--- src/verilog/clkcfg_pkg.sv ---
// Constants and types shared by the reference input and divider configuration bank.
// Assumes a single 40 MHz core clock and an 8-bit register port.
`default_nettype none

package clkcfg_pkg;

  // ==========================================================================
  // Register port geometry.
  localparam int ADDR_W = 8;
  localparam int DATA_W = 8;

  // ==========================================================================
  // Register offsets.
  localparam logic [7:0] OFF_INPUT_CTL = 8'h33;
  localparam logic [7:0] OFF_REF_DIV = 8'h34;
  localparam logic [7:0] OFF_FB_DIV = 8'h35;
  localparam logic [7:0] OFF_REF_SELECT = 8'h3E;
  localparam logic [7:0] OFF_REF_STATUS = 8'h3F;

  // ==========================================================================
  // Field positions and widths.
  localparam int CTL_SKIP_BIT = 7;
  localparam int CTL_KEEP_BIT = 2;
  localparam int CTL_SEC_GAIN_BIT = 1;
  localparam int CTL_PRI_GAIN_BIT = 0;
  localparam int REF_DIV_W = 3;
  localparam int FB_DIV_W = 5;
  localparam int SEL_W = 2;

  // ==========================================================================
  // Reset values.
  localparam logic [7:0] CTL_RESET = 8'h03;
  localparam logic [REF_DIV_W-1:0] REF_DIV_RESET = 3'h0;
  localparam logic [FB_DIV_W-1:0] FB_DIV_RESET = 5'h00;
  localparam logic [SEL_W-1:0] SEL_RESET = 2'h1;

  // ==========================================================================
  // Loop reference selection codes.
  localparam logic [SEL_W-1:0] SEL_AUTO = 2'h0;
  localparam logic [SEL_W-1:0] SEL_PIN = 2'h1;
  localparam logic [SEL_W-1:0] SEL_PRIMARY = 2'h2;
  localparam logic [SEL_W-1:0] SEL_SECONDARY = 2'h3;

  // ==========================================================================
  // Glitch-free handover time through the reference mux.
  localparam int CLK_PERIOD_NS = 25;
  localparam int HANDOVER_NS = 100;
  localparam int HANDOVER_CYCLES = (HANDOVER_NS + CLK_PERIOD_NS - 1) / CLK_PERIOD_NS;

  // ==========================================================================
  // Input clock control layout, bit 7 down to bit 0.
  typedef struct packed {
    logic ref_switch_mux_skip;
    logic [3:0] spare;
    logic keep_secondary_xtal_on;
    logic secondary_buffer_gain;
    logic primary_buffer_gain;
  } input_ctl_s;

endpackage : clkcfg_pkg

`default_nettype wire

--- src/verilog/ref_input_config.sv ---
// Register bank for the reference input path and loop front-end dividers.
// Assumes one 40 MHz clock, a synchronous active-high reset and a plain register port.
//
// Operation
// - Bypass bit skips the glitch-free reference mux
// - Keep bit clear: secondary buffer off after switchback
// - Keep bit set: secondary buffer stays on
// - Bit 1 selects secondary buffer gain, resets high
// - Bit 0 selects primary buffer gain, resets high
// - Reference divider code n divides by n+1
// - Feedback divider code n divides by n+1
// - Automatic selection prefers the primary input
`timescale 1ns/1ps
`default_nettype none

module ref_input_config (
  // Clock and reset.
  input wire logic core_clk,
  input wire logic rst,
  // Register port.
  input wire logic [clkcfg_pkg::ADDR_W-1:0] addr,
  input wire logic [clkcfg_pkg::DATA_W-1:0] wr_data,
  input wire logic wr_en,
  input wire logic rd_en,
  output logic [clkcfg_pkg::DATA_W-1:0] rd_data,
  // Reference status inputs.
  input wire logic ref_select_pin,
  input wire logic primary_ok,
  input wire logic secondary_ok,
  // Pulse streams to be divided.
  input wire logic ref_edge,
  input wire logic feedback_edge,
  // Configuration outputs.
  output clkcfg_pkg::input_ctl_s input_ctl,
  output logic [clkcfg_pkg::REF_DIV_W-1:0] reference_divide_code,
  output logic [clkcfg_pkg::FB_DIV_W-1:0] feedback_divide_code,
  // Reference path state.
  output logic use_secondary,
  output logic secondary_buffer_on,
  // Divided pulses.
  output logic ref_div_tick,
  output logic feedback_div_tick
);

  logic [clkcfg_pkg::SEL_W-1:0] loop_reference_select;
  logic wr_ctl;
  logic wr_rdiv;
  logic wr_mdiv;
  logic wr_sel;

  // ==========================================================================
  // Address decode.
  assign wr_ctl = wr_en && addr == clkcfg_pkg::OFF_INPUT_CTL;
  assign wr_rdiv = wr_en && addr == clkcfg_pkg::OFF_REF_DIV;
  assign wr_mdiv = wr_en && addr == clkcfg_pkg::OFF_FB_DIV;
  assign wr_sel = wr_en && addr == clkcfg_pkg::OFF_REF_SELECT;

  // ==========================================================================
  // Input clock control: all eight bits are writable and stored.
  always_ff @(posedge core_clk) begin
    if (rst) begin
      input_ctl <= clkcfg_pkg::input_ctl_s'(clkcfg_pkg::CTL_RESET);
    end else if (wr_ctl) begin
      input_ctl <= clkcfg_pkg::input_ctl_s'(wr_data);
    end
  end

  // Reference divider code; bits above the field are dropped.
  always_ff @(posedge core_clk) begin
    if (rst) begin
      reference_divide_code <= clkcfg_pkg::REF_DIV_RESET;
    end else if (wr_rdiv) begin
      reference_divide_code <= wr_data[clkcfg_pkg::REF_DIV_W-1:0];
    end
  end

  // Feedback divider code; bits above the field are dropped.
  always_ff @(posedge core_clk) begin
    if (rst) begin
      feedback_divide_code <= clkcfg_pkg::FB_DIV_RESET;
    end else if (wr_mdiv) begin
      feedback_divide_code <= wr_data[clkcfg_pkg::FB_DIV_W-1:0];
    end
  end

  // Loop reference selection code.
  always_ff @(posedge core_clk) begin
    if (rst) begin
      loop_reference_select <= clkcfg_pkg::SEL_RESET;
    end else if (wr_sel) begin
      loop_reference_select <= wr_data[clkcfg_pkg::SEL_W-1:0];
    end
  end

  // ==========================================================================
  // Read data stand for exactly one cycle; unmapped addresses read zero.
  always_ff @(posedge core_clk) begin
    if (rst || !rd_en) begin
      rd_data <= '0;
    end else begin
      unique case (addr)
        clkcfg_pkg::OFF_INPUT_CTL: rd_data <= input_ctl;
        clkcfg_pkg::OFF_REF_DIV: rd_data <= {5'h00, reference_divide_code};
        clkcfg_pkg::OFF_FB_DIV: rd_data <= {3'h0, feedback_divide_code};
        clkcfg_pkg::OFF_REF_SELECT: rd_data <= {6'h00, loop_reference_select};
        clkcfg_pkg::OFF_REF_STATUS: rd_data <= {6'h00, secondary_buffer_on, use_secondary};
        default: rd_data <= '0;
      endcase
    end
  end

  // ==========================================================================
  // Reference selection and secondary buffer power.
  ref_input_selector #(
    .HOLD_CYCLES(clkcfg_pkg::HANDOVER_CYCLES)
  ) u_selector (
    .clk(core_clk),
    .rst(rst),
    .mode(loop_reference_select),
    .mux_skip(input_ctl.ref_switch_mux_skip),
    .keep_sec(input_ctl.keep_secondary_xtal_on),
    .select_pin(ref_select_pin),
    .pri_ok(primary_ok),
    .sec_ok(secondary_ok),
    .use_sec(use_secondary),
    .sec_buf_on(secondary_buffer_on)
  );

  // ==========================================================================
  // Reference divider.
  ratio_divider #(
    .CODE_W(clkcfg_pkg::REF_DIV_W)
  ) u_ref_div (
    .clk(core_clk),
    .rst(rst),
    .code(reference_divide_code),
    .in_pulse(ref_edge),
    .out_pulse(ref_div_tick)
  );

  // Feedback divider.
  ratio_divider #(
    .CODE_W(clkcfg_pkg::FB_DIV_W)
  ) u_fb_div (
    .clk(core_clk),
    .rst(rst),
    .code(feedback_divide_code),
    .in_pulse(feedback_edge),
    .out_pulse(feedback_div_tick)
  );
endmodule : ref_input_config

`default_nettype wire

--- src/verilog/ratio_divider.sv ---
// Programmable divider that thins a stream of input pulses.
// Assumes input pulses are one cycle wide and synchronous to clk.
`timescale 1ns/1ps
`default_nettype none

module ratio_divider #(
  parameter int CODE_W = 3
) (
  // Clock and reset.
  input wire logic clk,
  input wire logic rst,
  // Ratio code and pulse stream.
  input wire logic [CODE_W-1:0] code,
  input wire logic in_pulse,
  output logic out_pulse
);

  logic [CODE_W-1:0] count_reg;

  // ==========================================================================
  // Code zero passes every pulse; code n passes one pulse in n+1.
  always_ff @(posedge clk) begin
    if (rst) begin
      count_reg <= '0;
      out_pulse <= 1'b0;
    end else begin
      out_pulse <= 1'b0;
      if (in_pulse) begin
        if (code == '0) begin
          count_reg <= '0;
          out_pulse <= 1'b1;
        end else if (count_reg >= code) begin
          count_reg <= '0;
          out_pulse <= 1'b1;
        end else begin
          count_reg <= count_reg + 1'b1;
        end
      end
    end
  end

endmodule : ratio_divider

`default_nettype wire

--- src/verilog/ref_input_selector.sv ---
// Chooses the loop reference between primary and secondary inputs.
// Assumes input health flags and the select pin are synchronous levels.
`timescale 1ns/1ps
`default_nettype none

module ref_input_selector #(
  parameter int HOLD_CYCLES = clkcfg_pkg::HANDOVER_CYCLES
) (
  // Clock and reset.
  input wire logic clk,
  input wire logic rst,
  // Configuration.
  input wire logic [clkcfg_pkg::SEL_W-1:0] mode,
  input wire logic mux_skip,
  input wire logic keep_sec,
  // Reference status.
  input wire logic select_pin,
  input wire logic pri_ok,
  input wire logic sec_ok,
  // Results.
  output logic use_sec,
  output logic sec_buf_on
);

  localparam int CW = $clog2(HOLD_CYCLES + 1);

  logic want_sec;
  logic switch_now;
  logic [CW-1:0] settle_reg;

  // Automatic choice: primary whenever it is good, else a good secondary.
  function automatic logic auto_pick(input logic p_ok, input logic s_ok, input logic cur);
    if (p_ok) return 1'b0;
    else if (s_ok) return 1'b1;
    else return cur;
  endfunction : auto_pick

  // ==========================================================================
  // Wanted input from the selection code.
  always_comb begin
    want_sec = use_sec;
    unique case (mode)
      clkcfg_pkg::SEL_AUTO: want_sec = auto_pick(pri_ok, sec_ok, use_sec);
      clkcfg_pkg::SEL_PIN: want_sec = select_pin ? auto_pick(pri_ok, sec_ok, use_sec) : 1'b0;
      clkcfg_pkg::SEL_PRIMARY: want_sec = 1'b0;
      clkcfg_pkg::SEL_SECONDARY: want_sec = 1'b1;
    endcase
  end

  // The glitch-free mux needs a settle period; bypass switches at once.
  assign switch_now = (want_sec != use_sec) && (mux_skip || settle_reg == CW'(HOLD_CYCLES - 1));

  // Settle counter runs while a change is pending.
  always_ff @(posedge clk) begin
    if (rst || want_sec == use_sec || switch_now) begin
      settle_reg <= '0;
    end else begin
      settle_reg <= settle_reg + 1'b1;
    end
  end

  // Selected input.
  always_ff @(posedge clk) begin
    if (rst) begin
      use_sec <= 1'b0;
    end else if (switch_now) begin
      use_sec <= want_sec;
    end
  end

  // Secondary buffer power follows the switch back to primary.
  always_ff @(posedge clk) begin
    if (rst) begin
      sec_buf_on <= 1'b1;
    end else if (switch_now) begin
      sec_buf_on <= want_sec | keep_sec;
    end
  end

endmodule : ref_input_selector

`default_nettype wire

--- config.mk ---
export PLATFORM = sky130hd
export DESIGN_NAME = ref_input_config
export DESIGN_NICKNAME = d
export VERILOG_FILES = /design/src/verilog/clkcfg_pkg.sv /design/src/verilog/ref_input_config.sv /design/src/verilog/ratio_divider.sv /design/src/verilog/ref_input_selector.sv
export SDC_FILE = /design/constraint.sdc
export NUM_CORES = 1
export LEC_CHECK = 0
export BUFFER_PORTS_ARGS = -buffer_cell sky130_fd_sc_hd__buf_2
export CAP_MARGIN = 20
export CORE_MARGIN = 5
export CORE_UTILIZATION = 34
export DETAILED_ROUTE_END_ITERATION = 12
export PLACE_DENSITY = 0.53
export SLEW_MARGIN = 20
export SYNTH_ARGS = -nofsm -noshare
export SYNTH_HDL_FRONTEND = slang
export SYNTH_HIERARCHICAL = 1
export SYNTH_SLANG_ARGS = --single-unit
export TNS_END_PERCENT = 50
--- constraint.sdc ---
create_clock -name core_clk -period 1.6 [get_ports core_clk]
set_input_delay 0.16 -clock core_clk [delete_from_list [all_inputs] [get_ports core_clk]]
set_output_delay 0.16 -clock core_clk [all_outputs]
set_load 0.1 [all_outputs]
==> flow_summary.toml <==
[critical_path]
cp-end-kind = "flop"
worstSetupPathType = "flop to flop"
start_kind = "flop"
cp_max_fo = 6
critPathArrivalTime_ns = 1.71
required_ns = 1.79

[placed_design]
placed_area_um2 = 2475
place.gp.congestion = 0.7551
io_buffers = 52
place_ws_ns = 0.09444
place_hpwl_um = 3624

[sta]
slew_headroom_pct = 67.31
fmax_ghz = 0.6587
rsz0062_at_grt = "false"
finClkSkew_ns = 0.005068
tightest_slew_ns = 0.4938
finalCritPeriodShare_pct = 94.88
hold_violations = 0
worst_slack_ns = 0.08190
tns_ns = 0
finalMaxSlewViolations = 0
setup_viol = 0
fin_crit_ns = 1.518

[grt]
grt_pass1_wl_um = 8052
overflow = 0
first_global_vias = 1660
grt_max_degree = 17
grt_usage_pct = 13.32
antenna_found_initial = 0

[flow_run]
maxCapViolCount = 0

[cells_and_area]
antenna_cells = 0
drive_gt1_share_pct = 36.88
syn_to_final_growth_pct = 22.38
reg_top3 = "input_ctl (8), rd_data (8)"
stdcell_area_um2 = 2586
fin_nets = 299

[logic_synthesis]
syn_nets = 243
async_flop_share_pct = 0
yosys_warnings = 6
synth.yosys.seq_area_share_pct = 38.84
synthTopCellsByArea = "dfxtp_1, mux2i_1, ha_1, nor2_1, inv_1"
synthDominantCellAreaShare_pct = 38.84
synth_most_common_cell = "dfxtp_1"
synth_area_um2 = 2113
synth_edf_count = 0
yosysTopAreaCell = "dfxtp_1"
ys.flop_type = "dfxtp_1"
synth-seq-cells = 41
synth_area_per_cell_um2 = 10.26
synth.distinct_cells = 57
synthTopCellsByCount = "dfxtp_1, nor2_1, mux2i_1"
synthCells = 206

[power_and_ir_drop]
switching_share_pct = 23.37
power_per_cell_area_nw_per_um2 = 768.2
ir_drop_mv = 0.4525
pwr-share-clk_pct = 40.2
internal_power_mw = 1.522
combPwrFrac_pct = 8.6
power_switching_mw = 0.4644
p_leak_nw = 1.188
p_seq_share_pct = 51.2

[clocking]
clock_latency_ns = 0.29
cts_setup_buffers = 0
root_buffer = "clkbuf_8"
cts_tree = "done"
cts_max_level = 2
ctsResizeCount = 0
clk_pin_slew_worst_paths_ns = 0.08
hold_buffers = 0
numCtsBuffers = 5
clkSinkCount = 41
cts.path.max_buffers = 2

[floorplanning]
fp.coreArea_um2 = 5991
num_rows = 28
pin_count = 53
die_w_um = 88.84
dieArea_um2 = 7893
start_util_pct = 35.28
die_h_um = 88.84

[status]
status = "completed"

[route]
vias = 1683
via_per_inst = 4.979
drcViolationCount = 0
dr.first_iter.drc_count = 87
dr.pass1.iters = 5
ant_nets = 0
wire_per_inst_um = 14.40
routed_wl_um = 4866

[hold_path]
worstHoldPathType = "input port to flop"
==> worst max-delay path, stage by stage, from the launching register on <==
cell       delay (ns)
dfxtp_4          0.38
inv_2            0.03
ha_1             0.28
a221o_2          0.36
o2bb2ai_2        0.17
and2b_2          0.21
==> cell families after synthesis <==
group	after synthesis	synth area share, %
AOI/OAI and AO/OA	32	14.03
xor gates and xnor gates	5	2.073
adders and majority gates	12	7.105
buffers and inverters	21	4.973
DFF	41	38.84
muxes	18	8.585
and+or+nand+nor	77	24.39
==> path summary, 6_finish.rpt <==
kind                            startpoint  slack [ns]  cells after the start                       end
setup / recovery   feedback_divide_code[4]        0.08                      5        u_fb_div/out_pulse
hold / removal                  wr_data[7]         0.1                      3              input_ctl[7]
setup reg to reg   feedback_divide_code[4]        0.08                      5        u_fb_div/out_pulse
hold reg to reg   u_selector/settle_reg[0]        0.43                      1  u_selector/settle_reg[0]
==> cells in the final DEF, fill, tap and decap left out, types with 4 or more instances in the layout <==
cell | Yosys | layout
and2_1 | 6 | 6
mux2i_1 | 17 | 17
dfxtp_4 | 0 | 7
dfxtp_1 | 41 | 31
buf_4 | 1 | 4
a21oi_1 | 4 | 4
nor3_1 | 6 | 6
nand2b_1 | 4 | 4
clkbuf_8 | 0 | 6
inv_1 | 14 | 13
nor2_1 | 27 | 27
buf_2 | 0 | 52
ha_1 | 12 | 12
a211o_1 | 4 | 4
==> metal layers <==
| layer | wire length, um | vias up | global-route usage (%) |
|---|---|---|---|
| met2 | 2106 | 45 | 19.91 |
| li1 | - | 864 | - |
| met3 | 324 | 5 | 3.818 |
| met4 | 51 | 0 | 4.121 |
| met5 | 0 | - | 0 |
| met1 | 2383 | 769 | 18.50 |
==> area by class of cell <==
cell class | instances | area, um2
Fill cell | 585 | 3405
Sequential cell | 41 | 850.8
Multi-Input combinational cell | 144 | 1187
Clock buffer | 8 | 111.4
Tap cell | 75 | 93.84
Timing Repair Buffer | 56 | 290.3
Inverter | 14 | 52.55
==> power groups by stage <==
stage,clock [mW],combinational (mW),sequential [mW]
3_5_place_dp,0,0.171,1.04
5_1_grt,0.879,0.186,1.02
3_3_place_gp,0,0.173,1.04
4_1_cts,0.832,0.172,1.02
6_report,0.799,0.171,1.02
2_1_floorplan,0,0.0766,1.07
==> stage by stage <==
| step | power (mW) | util [%] | instances | hold WS (ns) |
|---|---|---|---|---|
| CTS | 2.020 | 43.17 | 338 | 0.09474 |
| global placement | 1.213 | 41.31 | 330 | 0.3893 |
| floorplan | 1.148 | - | 206 | 0.2250 |
| detailed placement | 1.212 | 41.31 | 330 | 0.4005 |
| finish | 1.987 | 43.17 | 338 | 0.09911 |
| global route | 2.083 | 43.17 | 338 | 0.09291 |
Note: power is estimated with default switching activity, not from simulation.
